<file path="src/verilog/pdwrr_pkg.sv">
// Shared constants, timing counts and carrier types for the page DRAM controller
package pdwrr_pkg;

    // Geometry of the attached memory
    localparam int ROW_W = 12;
    localparam int COL_W = 8;
    localparam int DQ_W = 16;
    localparam int INIT_CBR = 8;
    localparam int REF_ROWS = 4096;

    // Clock period and printed times (fast grade)
    localparam int T_CK_NS = 25;
    localparam int T_RCD_NS = 20;
    localparam int T_CSR_NS = 10;
    localparam int T_CHR_NS = 15;
    localparam int T_RAS_NS = 60;
    localparam int T_RAS_RMW_NS = 89;
    localparam int T_RAS_MAX_NS = 10000;
    localparam int T_RP_NS = 40;
    localparam int T_CP_NS = 10;
    localparam int T_HPWD_NS = 72;
    localparam int T_AA_NS = 30;
    localparam int T_CAS_NS = 10;
    localparam int T_DDD_NS = 15;
    localparam int T_WP_NS = 10;
    localparam int T_RPB_NS = 110;
    localparam int T_RASS_US = 100;
    localparam int T_REF_MS = 64;

    // Cycle counts: least times round up, longest times round down
    localparam int C_RCD = (T_RCD_NS + T_CK_NS - 1) / T_CK_NS;
    localparam int C_CSR = (T_CSR_NS + T_CK_NS - 1) / T_CK_NS;
    localparam int C_CHR = (T_CHR_NS + T_CK_NS - 1) / T_CK_NS;
    localparam int C_RAS = (T_RAS_NS + T_CK_NS - 1) / T_CK_NS;
    localparam int C_CBR_HOLD = (C_RAS > C_CHR) ? C_RAS : C_CHR;
    localparam int C_RAS_MIN = (T_RAS_RMW_NS + T_CK_NS - 1) / T_CK_NS;
    localparam int C_RAS_MAX = T_RAS_MAX_NS / T_CK_NS;
    localparam int C_RP = (T_RP_NS + T_CK_NS - 1) / T_CK_NS;
    localparam int C_CP = (T_CP_NS + T_CK_NS - 1) / T_CK_NS;
    localparam int C_HPWD = (T_HPWD_NS + T_CK_NS - 1) / T_CK_NS;
    localparam int C_RD_CAS = (T_AA_NS + T_CK_NS - 1) / T_CK_NS;
    localparam int C_WR_CAS = (T_CAS_NS + T_CK_NS - 1) / T_CK_NS;
    localparam int C_ODD = (T_DDD_NS + T_CK_NS - 1) / T_CK_NS;
    localparam int C_WP = (T_WP_NS + T_CK_NS - 1) / T_CK_NS;
    localparam int C_RPB = (T_RPB_NS + T_CK_NS - 1) / T_CK_NS;
    localparam int C_SR = (T_RASS_US * 1000 + T_CK_NS - 1) / T_CK_NS;
    localparam int C_REF = (T_REF_MS * 1000000) / (REF_ROWS * T_CK_NS);
    // Page closes this many cycles before the row strobe limit
    localparam int C_RAS_MARGIN = 16;

    // Access request from the user side
    typedef struct packed {
        logic write;
        logic rmw;
        logic keep_open;
        logic [1:0] byte_en;
        logic [ROW_W-1:0] row;
        logic [COL_W-1:0] col;
        logic [DQ_W-1:0] wdata;
    } pdwrr_req_t;

    // Memory-side pin image, all driven from flops
    typedef struct packed {
        logic row_strobe_n;
        logic upper_byte_col_strobe_n;
        logic lower_byte_col_strobe_n;
        logic write_strobe_n;
        logic out_enable_n;
        logic [ROW_W-1:0] mux_address;
        logic [DQ_W-1:0] data_io_out;
        logic data_io_oe;
    } pdwrr_pins_t;

    localparam pdwrr_pins_t PINS_RST = '{1'b1, 1'b1, 1'b1, 1'b1, 1'b1, '0, '0, 1'b0};

endpackage : pdwrr_pkg

</file>
<file path="src/verilog/pdwrr_ctrl.sv">
// Host-side controller driving a 1M x 16 page-mode DRAM through its strobes
// Contract
// - Write strobe stays low past column fall; write pulse at least as long.
// - Write data valid by the later strobe fall and held afterwards.
// - Row and column strobes stay low after write strobe falls.
// - Plain write cycle meets minimum length; row low time within its window.
// - Read-modify-write cycle and its row low time meet their minimum lengths.
// - Output enable stays high after write strobe falls in read-modify-write.
// - Page column accesses keep minimum spacing, longer for read-write.
// - Column precharge between page accesses meets its minimum high time.
// - Short output enable or write pulse turns memory outputs off until next access.
// - Page write after read waits after column precharge and column fall.
// - Output enable rises only after column fall and address change delays.
// - Page read-write row low time covers two column cycles.
// - Refresh: column falls before row, stays low after row falls.
// - Begin with eight column-before-row cycles before refresh mode is used.
// - Hidden refresh may follow any read or write cycle type.
// - Self refresh: row held low long enough, then high long enough after exit.
// - Distributed refresh completes full row set before entry and after exit.
// - Burst refresh gaps around self refresh together stay under refresh period.
// - After long row strobe inactivity, issue eight row cycles before accesses.
module pdwrr_ctrl #(
    parameter int unsigned REF_CYC = pdwrr_pkg::C_REF,
    parameter bit SR_GRADE = 1'b1
) (
    // Clock, reset, enable
    input wire logic core_clk,
    input wire logic rst_b,
    input wire logic cken,
    // Access request
    input wire logic req_valid,
    output logic req_ready,
    input wire pdwrr_pkg::pdwrr_req_t req,
    // Read answer
    output logic rsp_valid,
    output logic [pdwrr_pkg::DQ_W-1:0] rsp_rdata,
    // Self refresh and status
    input wire logic self_refresh_req,
    output logic self_refresh_active,
    output logic init_done,
    // Memory pins
    output logic row_strobe_n,
    output logic upper_byte_col_strobe_n,
    output logic lower_byte_col_strobe_n,
    output logic write_strobe_n,
    output logic out_enable_n,
    output logic [pdwrr_pkg::ROW_W-1:0] mux_address,
    input wire logic [pdwrr_pkg::DQ_W-1:0] data_io_in,
    output logic [pdwrr_pkg::DQ_W-1:0] data_io_out,
    output logic data_io_oe
);

    typedef enum logic [3:0] {
        ST_INIT, ST_IDLE, ST_ROW, ST_ADDR, ST_COL, ST_CAS, ST_RMW_OE, ST_RMW_WR,
        ST_CAS_PRE, ST_RAS_PRE, ST_HID_PRE, ST_CBR_SET, ST_CBR_RAS, ST_SR_HOLD,
        ST_SR_EXIT
    } pdwrr_st_t;

    typedef struct packed {
        pdwrr_st_t st;
        pdwrr_pkg::pdwrr_pins_t pin;
        pdwrr_pkg::pdwrr_req_t cur;
        logic last_rd;
        logic [8:0] ras_cnt;
        logic [3:0] init_cnt;
        logic ref_pend;
        logic sr_act;
        logic rsp_valid;
        logic [pdwrr_pkg::DQ_W-1:0] rdata;
    } pdwrr_ctl_t;

    localparam int TW = 12;
    localparam logic [8:0] RAS_MIN = 9'(pdwrr_pkg::C_RAS_MIN);
    localparam logic [8:0] RAS_LIMIT = 9'(pdwrr_pkg::C_RAS_MAX - pdwrr_pkg::C_RAS_MARGIN);
    localparam logic [3:0] INIT_N = 4'(pdwrr_pkg::INIT_CBR);

    pdwrr_ctl_t s;
    pdwrr_ctl_t next_s;
    logic st_load;
    logic [TW-1:0] st_val;
    logic sdone;
    logic ref_done;
    logic ref_clr;
    logic ref_kick;
    logic cbr_go;
    logic fin;
    logic sr_go;
    logic page_hit;
    logic idle_ok;
    logic early_wr;

    // Dwell timer for every strobe phase
    pdwrr_timer #(.W(TW)) u_step (
        .core_clk(core_clk),
        .rst_b(rst_b),
        .cken(cken),
        .load(st_load),
        .load_val(st_val),
        .done(sdone)
    );

    // Distributed refresh spacing, reloads itself on expiry
    pdwrr_timer #(.W(TW)) u_ref (
        .core_clk(core_clk),
        .rst_b(rst_b),
        .cken(cken),
        .load(ref_done),
        .load_val(TW'(REF_CYC - 1)),
        .done(ref_done)
    );

    // Request acceptance terms; ready is combinational by design
    assign sr_go = SR_GRADE && self_refresh_req;
    assign early_wr = s.cur.write && !s.cur.rmw;
    assign idle_ok = (s.st == ST_IDLE) && !s.ref_pend && !sr_go;
    assign page_hit = (s.st == ST_CAS_PRE) && sdone && s.cur.keep_open && !s.ref_pend &&
                      !sr_go && (req.row == s.cur.row) && (s.ras_cnt < RAS_LIMIT);
    assign req_ready = idle_ok || page_hit;

    // Next-state logic for the whole strobe sequencer
    always_comb begin
        next_s = s;
        next_s.rsp_valid = 1'b0;
        st_load = 1'b0;
        st_val = '0;
        ref_clr = 1'b0;
        ref_kick = 1'b0;
        cbr_go = 1'b0;
        fin = 1'b0;
        // Row-low age, saturating, restarted at each row strobe fall
        if (!s.pin.row_strobe_n && (s.ras_cnt != '1)) begin
            next_s.ras_cnt = s.ras_cnt + 9'h001;
        end
        unique case (s.st)
            ST_INIT: begin
                cbr_go = 1'b1;
            end
            ST_IDLE: begin
                if (s.ref_pend) begin
                    cbr_go = 1'b1;
                end else if (sr_go) begin
                    next_s.sr_act = 1'b1;
                    cbr_go = 1'b1;
                end else if (req_valid) begin
                    next_s.cur = req;
                    next_s.pin.mux_address = req.row;
                    next_s.pin.row_strobe_n = 1'b0;
                    next_s.ras_cnt = '0;
                    st_load = 1'b1;
                    st_val = TW'(pdwrr_pkg::C_RCD - 1);
                    next_s.st = ST_ROW;
                end
            end
            ST_ROW: begin
                if (sdone) begin
                    next_s.st = ST_ADDR;
                end
            end
            ST_ADDR: begin
                // Column address one cycle ahead of the column strobe
                next_s.pin.mux_address = {{(pdwrr_pkg::ROW_W - pdwrr_pkg::COL_W){1'b0}}, s.cur.col};
                if (early_wr) begin
                    next_s.pin.write_strobe_n = 1'b0;
                    next_s.pin.data_io_out = s.cur.wdata;
                    next_s.pin.data_io_oe = 1'b1;
                end else begin
                    next_s.pin.out_enable_n = 1'b0;
                end
                next_s.st = ST_COL;
            end
            ST_COL: begin
                next_s.pin.lower_byte_col_strobe_n = !s.cur.byte_en[0];
                next_s.pin.upper_byte_col_strobe_n = !s.cur.byte_en[1];
                st_load = 1'b1;
                st_val = early_wr ? TW'(pdwrr_pkg::C_WR_CAS - 1) : TW'(pdwrr_pkg::C_RD_CAS - 1);
                next_s.st = ST_CAS;
            end
            ST_CAS: begin
                if (sdone) begin
                    if (!early_wr) begin
                        next_s.rdata = data_io_in;
                        next_s.rsp_valid = 1'b1;
                    end
                    if (s.cur.rmw && s.cur.write) begin
                        // Memory output must be off before we drive the bus
                        next_s.pin.out_enable_n = 1'b1;
                        st_load = 1'b1;
                        st_val = TW'(pdwrr_pkg::C_ODD - 1);
                        next_s.st = ST_RMW_OE;
                    end else begin
                        fin = 1'b1;
                    end
                end
            end
            ST_RMW_OE: begin
                if (sdone) begin
                    next_s.pin.write_strobe_n = 1'b0;
                    next_s.pin.data_io_out = s.cur.wdata;
                    next_s.pin.data_io_oe = 1'b1;
                    st_load = 1'b1;
                    st_val = TW'(pdwrr_pkg::C_WP - 1);
                    next_s.st = ST_RMW_WR;
                end
            end
            ST_RMW_WR: begin
                if (sdone) begin
                    fin = 1'b1;
                end
            end
            ST_CAS_PRE: begin
                if (sdone) begin
                    if (page_hit && req_valid) begin
                        next_s.cur = req;
                        next_s.st = ST_ADDR;
                    end else if ((s.ras_cnt >= RAS_MIN) && (!s.cur.keep_open || s.ref_pend ||
                                 sr_go || req_valid || (s.ras_cnt >= RAS_LIMIT))) begin
                        next_s.pin.row_strobe_n = 1'b1;
                        st_load = 1'b1;
                        st_val = TW'(pdwrr_pkg::C_RP - 1);
                        next_s.st = ST_RAS_PRE;
                    end
                end
            end
            ST_RAS_PRE: begin
                if (sdone) begin
                    next_s.st = (s.init_cnt < INIT_N) ? ST_INIT : ST_IDLE;
                end
            end
            ST_HID_PRE, ST_CBR_SET: begin
                if (sdone) begin
                    next_s.pin.row_strobe_n = 1'b0;
                    next_s.ras_cnt = '0;
                    st_load = 1'b1;
                    st_val = s.sr_act ? TW'(pdwrr_pkg::C_SR - 1) : TW'(pdwrr_pkg::C_CBR_HOLD - 1);
                    next_s.st = ST_CBR_RAS;
                end
            end
            ST_CBR_RAS: begin
                if (sdone) begin
                    if (s.sr_act) begin
                        next_s.st = ST_SR_HOLD;
                    end else begin
                        // Count only finished cycles so init_done never leads the eighth
                        if (s.init_cnt < INIT_N) begin
                            next_s.init_cnt = s.init_cnt + 4'h1;
                        end
                        next_s.pin.row_strobe_n = 1'b1;
                        next_s.pin.lower_byte_col_strobe_n = 1'b1;
                        next_s.pin.upper_byte_col_strobe_n = 1'b1;
                        st_load = 1'b1;
                        st_val = TW'(pdwrr_pkg::C_RP - 1);
                        next_s.st = ST_RAS_PRE;
                    end
                end
            end
            ST_SR_HOLD: begin
                if (!sr_go) begin
                    next_s.pin.row_strobe_n = 1'b1;
                    next_s.pin.lower_byte_col_strobe_n = 1'b1;
                    next_s.pin.upper_byte_col_strobe_n = 1'b1;
                    st_load = 1'b1;
                    st_val = TW'(pdwrr_pkg::C_RPB - 1);
                    next_s.st = ST_SR_EXIT;
                end
            end
            ST_SR_EXIT: begin
                if (sdone) begin
                    next_s.sr_act = 1'b0;
                    ref_kick = 1'b1;
                    next_s.st = ST_IDLE;
                end
            end
        endcase
        // End of an access: hidden refresh if one is owed, else column precharge
        if (fin) begin
            next_s.pin.write_strobe_n = 1'b1;
            next_s.pin.out_enable_n = 1'b1;
            next_s.pin.data_io_oe = 1'b0;
            next_s.last_rd = !s.cur.write;
            st_load = 1'b1;
            if (s.ref_pend) begin
                // Column strobes stay low while the row strobe cycles
                next_s.pin.row_strobe_n = 1'b1;
                next_s.pin.lower_byte_col_strobe_n = 1'b0;
                next_s.pin.upper_byte_col_strobe_n = 1'b0;
                st_val = TW'(pdwrr_pkg::C_RP - 1);
                ref_clr = 1'b1;
                next_s.st = ST_HID_PRE;
            end else begin
                next_s.pin.lower_byte_col_strobe_n = 1'b1;
                next_s.pin.upper_byte_col_strobe_n = 1'b1;
                // After a read the precharge is stretched so a page write may follow;
                // costs page read rate, saves tracking the next command type
                st_val = s.cur.write ? TW'(pdwrr_pkg::C_CP - 1) : TW'(pdwrr_pkg::C_HPWD - 1);
                next_s.st = ST_CAS_PRE;
            end
        end
        // Column strobes lead the row strobe for a refresh or self refresh entry
        if (cbr_go) begin
            next_s.pin.lower_byte_col_strobe_n = 1'b0;
            next_s.pin.upper_byte_col_strobe_n = 1'b0;
            next_s.pin.write_strobe_n = 1'b1;
            next_s.pin.out_enable_n = 1'b1;
            next_s.pin.data_io_oe = 1'b0;
            st_load = 1'b1;
            st_val = TW'(pdwrr_pkg::C_CSR - 1);
            ref_clr = 1'b1;
            next_s.st = ST_CBR_SET;
        end
        // A refresh tick in the clearing cycle still counts
        next_s.ref_pend = (s.ref_pend && !ref_clr) || ref_done || ref_kick;
    end

    // State register, frozen while the clock enable is low
    always_ff @(posedge core_clk) begin
        if (!rst_b) begin
            s <= '0;
            s.st <= ST_INIT;
            s.pin <= pdwrr_pkg::PINS_RST;
        end else if (cken) begin
            s <= next_s;
        end
    end

    // Outputs straight from the state flops; init_done compares the startup count
    assign rsp_valid = s.rsp_valid;
    assign rsp_rdata = s.rdata;
    assign self_refresh_active = s.sr_act;
    assign init_done = (s.init_cnt >= INIT_N);
    assign row_strobe_n = s.pin.row_strobe_n;
    assign upper_byte_col_strobe_n = s.pin.upper_byte_col_strobe_n;
    assign lower_byte_col_strobe_n = s.pin.lower_byte_col_strobe_n;
    assign write_strobe_n = s.pin.write_strobe_n;
    assign out_enable_n = s.pin.out_enable_n;
    assign mux_address = s.pin.mux_address;
    assign data_io_out = s.pin.data_io_out;
    assign data_io_oe = s.pin.data_io_oe;

endmodule : pdwrr_ctrl

</file>
<file path="src/verilog/pdwrr_timer.sv">
// Loadable down-counter used for strobe dwell times and refresh spacing
module pdwrr_timer #(
    parameter int W = 12
) (
    // Clock and control
    input wire logic core_clk,
    input wire logic rst_b,
    input wire logic cken,
    // Load and status
    input wire logic load,
    input wire logic [W-1:0] load_val,
    output logic done
);

    typedef struct packed {
        logic [W-1:0] cnt;
    } pdwrr_tmr_t;

    pdwrr_tmr_t s;
    pdwrr_tmr_t next_s;

    // Count down to zero and rest there until reloaded
    always_comb begin
        next_s = s;
        if (load) begin
            next_s.cnt = load_val;
        end else if (s.cnt != '0) begin
            next_s.cnt = s.cnt - 1'b1;
        end
    end

    // State register, frozen while the clock enable is low
    always_ff @(posedge core_clk) begin
        if (!rst_b) begin
            s <= '0;
        end else if (cken) begin
            s <= next_s;
        end
    end

    assign done = (s.cnt == '0);

endmodule : pdwrr_timer

</file>
<file path="config.mk">
export PLATFORM = sky130hd
export DESIGN_NAME = pdwrr_ctrl
export DESIGN_NICKNAME = d
export VERILOG_FILES = /design/src/verilog/pdwrr_pkg.sv /design/src/verilog/pdwrr_ctrl.sv /design/src/verilog/pdwrr_timer.sv
export SDC_FILE = /design/constraint.sdc
export NUM_CORES = 1
export LEC_CHECK = 0
export BUFFER_PORTS_ARGS = -buffer_cell sky130_fd_sc_hd__buf_4
export CAP_MARGIN = 20
export CORE_MARGIN = 1
export CORE_UTILIZATION = 50
export CTS_CLUSTER_DIAMETER = 40
export DETAILED_ROUTE_END_ITERATION = 7
export PLACE_DENSITY = 0.71
export SYNTH_ARGS = -nofsm -noshare
export SYNTH_HDL_FRONTEND = slang
export SYNTH_HIERARCHICAL = 1
export SYNTH_SLANG_ARGS = --single-unit
</file>
<file path="constraint.sdc">
create_clock -name core_clk -period 11.5 [get_ports core_clk]
set_input_delay 1.15 -clock core_clk [delete_from_list [all_inputs] [get_ports core_clk]]
set_output_delay 1.15 -clock core_clk [all_outputs]
set_load 0.005 [all_outputs]
</file>
==> results.yml <==
routing:
  first_iter_violations: 474
  drc_errors: 0
  wirelength_um: 16700
  vias: 6306
  drt.antenna.violating_nets: 0
  vias_per_cell: 5.50
  wire_per_inst_um: 14.6
  dr.pass1.iters: 5
floorplanning:
  die_height_um: 124
  num_rows: 44
  dieArea_mm2: 0.0153
  coreArea_mm2: 0.0145
  die_width_um: 124
  pin_count: 116
  initial_core_util_pct: 51.1
worst_setup_path:
  cp_slowest_cell: "or4b_2"
  r2r_start: "u_step/s[0]"
  critPathLaunchType: "flip-flop"
  crit_top_cell: "inv_1"
  cp_num_buf_inv: 3
  reg2reg_slack_ps: 6760
  crit_type: "flip-flop to flip-flop"
  crit_fanout: 29
  reg2reg_depth: 15
  critical_path_arrival_ps: 5060
  crit_family: "simple AND/OR/NAND/NOR gates"
  path_cells: "inv_1 > ha_1 > or4b_2 > or3_1 > nor3_1 > buf_4 > nand2b_1 > or3_4 > a311oi_1 > nor2_1 > nand2_1 > inv_1 > o22ai_1 > a21boi_0 > o21a_1"
  rr_endpoint: "u_step/s[8]"
  crit_path_end_kind: "flip-flop"
  slowest_delay_ps: 650
  critPathRequiredTime_ps: 11820
clock_tree:
  numCtsBuffers: 17
  htreeDepth: 4
  cts-root-buf: "clkbuf_16"
  clockBufferDepth: 2
  post_cts_resized: 0
  cts_sinks: 135
  clkTransAtPathRegs_ps: 60
  postCtsSetupBuffers: 0
  cts_tree: "built"
  clkLatencyLatePin_ps: 430
  cts_hold_buf: 0
logic_synthesis:
  ys_types: 80
  yosys.area.top_type: "dfxtp_1"
  synth.avg_cell_area_um2: 8.22
  ys_seq_area_share_pct: 36.4
  yosys-top-cells-count: "nand2_1, dfxtp_1, mux2i_1"
  ys_seq_elements: 135
  yosys_most_used_dff: "dfxtp_1"
  netlist_area_mm2: 0.00743
  synth.area.top_cells: "dfxtp_1, nand2_1, mux2i_1, buf_4, clkbuf_1"
  yosysMostFrequentCell: "nand2_1"
  async_reset_ff_share_pct: 0
  ys_warn_count: 6
  synth-edff-count: 0
  synthCells: 903
  netlist.area_leader.share_pct: 36.4
timing:
  period_share_pct: 41.3
  relSlewSlack_pct: 29.0
  fin_worst_skew_ps: 10.7
  setup_viol: 0
  finalCriticalPeriod_ps: 4740
  clock.fmax_mhz: 211
  tightestPinTransition_ps: 1060
  hold_ws_ps: 455
  maxSlewViolCount: 0
  setup_tns_ps: 0
  rsz0062_at_grt: "no"
  hold_viol_final: 0
global_routing:
  grt_use_total_pct: 22.3
  grt_max_degree: 94
  grt_pass1_vias: 5613
  grt-ovfl-total: 0
  grt_pass1_wl_um: 26900
  antenna_found_initial: 0
layout:
  nets: 1021
  post-route-util_pct: 59.3
  area_growth_pct: 16.0
  drive_above_1_share_pct: 18.3
  antenna_cells: 0
place:
  dp_hpwl_um: 10700
  gp_congestion: 0.953
  port_buffers: 115
hold_path:
  worstHoldStart: "s[71]"
  min_to: "s[71]"
  min_path_type: "flip-flop to flip-flop"
  min_path_cells: 2
power_and_ir_drop:
  power_density_mw_per_mm2: 235
  total_power_w: 0.00202
  p_leak_nw: 3.40
  ir_worst_vdd_uv: 119
status:
  outcome: "complete, no violations"
flow_run:
  maxCapViolations: 0
## stage by stage
| step | setup slack, ps | std cells | instance area (µm²) |
|---|---|---|---|
| floorplan | 7670 | 916 | 7480 |
| global placement | 6950 | 1114 | 7970 |
| detailed placement | 6830 | 1114 | 7970 |
| CTS | 6810 | 1146 | 8610 |
| global route | 6410 | 1147 | 8610 |
| finish | 6760 | 1147 | 8610 |
## how the worst max path moves through the flow
stage	startpoint	to	slack, ps	cells after the start
after detailed placement	u_step/s[0]	u_step/s[8]	6830	15
after CTS	u_step/s[0]	u_step/s[8]	6810	15
final	u_step/s[0]	u_step/s[8]	6760	15
after floorplan	u_step/s[0]	u_step/s[3]	7670	15
after global routing	u_step/s[0]	u_step/s[8]	6410	15
after global placement	u_step/s[0]	u_step/s[8]	6950	15
## power breakdown
group	switching (W)	internal (W)	total (W)
Clock	0.000222	0.000369	0.000590
Combinational	0.000464	0.000326	0.000789
Sequential	0.0000967	0.000545	0.000642
## worst min-delay path, stage by stage, from the launching register on
cell and delay, ps:
dfxtp_1 310, nand2_1 50, mux2i_1 50
## per-layer routing
metal / track usage [%] / vias to the layer above / wire length, µm
li1: - / 3182 / -
met2: 34.3 / 193 / 7790
met3: 6.82 / 35 / 940
met5: 0 / - / 0
met4: 9.04 / 0 / 343
met1: 28.9 / 2896 / 7660
## sequential cells by signal, summed over array words and instances, names as in the netlist
name and count:
mux_address 12, data_io_oe 1, upper_byte_col_strobe_n 1, write_strobe_n 1, rsp_valid 1, lower_byte_col_strobe_n 1, out_enable_n 1, self_refresh_active 1
row_strobe_n 1, s 59, u_ref/s 12, data_io_out 16, u_step/s 12, rsp_rdata 16
## placed cells by master (no fill, tap or decap), drive strengths merged, types with 4 or more instances in the layout
| cell | n |
|---|---|
| xnor2 | 12 |
| and3 | 4 |
| clkinv | 4 |
| o31ai | 6 |
| conb | 15 |
| buf | 119 |
| xor2 | 7 |
| and2 | 4 |
| o21a | 7 |
| nor3b | 8 |
| a31oi | 11 |
| nor2 | 41 |
| nor2b | 26 |
| or4 | 6 |
| nor4 | 11 |
| nand3 | 33 |
| o211ai | 9 |
| clkbuf | 22 |
| nor3 | 22 |
| nand4 | 6 |
| nand2 | 184 |
| dfxtp | 135 |
| inv | 23 |
| a21oi | 24 |
| a31o | 5 |
| ha | 9 |
| or3 | 8 |
| o21ai | 32 |
| a211oi | 4 |
| a21boi | 24 |
| o211a | 11 |
| o41ai | 5 |
| mux2i | 60 |
| nand2b | 13 |
## cells by family after synthesis
logic type	after synthesis	synth area share, %
AND/OR/NAND/NOR	380	24.7
AO/OA/AOI/OAI	172	17.3
flip-flops	135	36.4
buffers and inverters	126	9.65
multiplexers	60	8.09
XOR/XNOR	19	2.24
adder cells (fa/ha/maj)	9	1.52
other	2	0.101
## area by class of cell
class,instances,area [µm²]
Fill cell,1353,5920
Clock buffer,21,480
Multi-Input combinational cell,655,4060
Timing Repair Buffer,120,901
Clock inverter,11,160
Sequential cell,135,2700
Inverter,21,78.8
Tap cell,184,230
(Power assumes the default switching activity.)
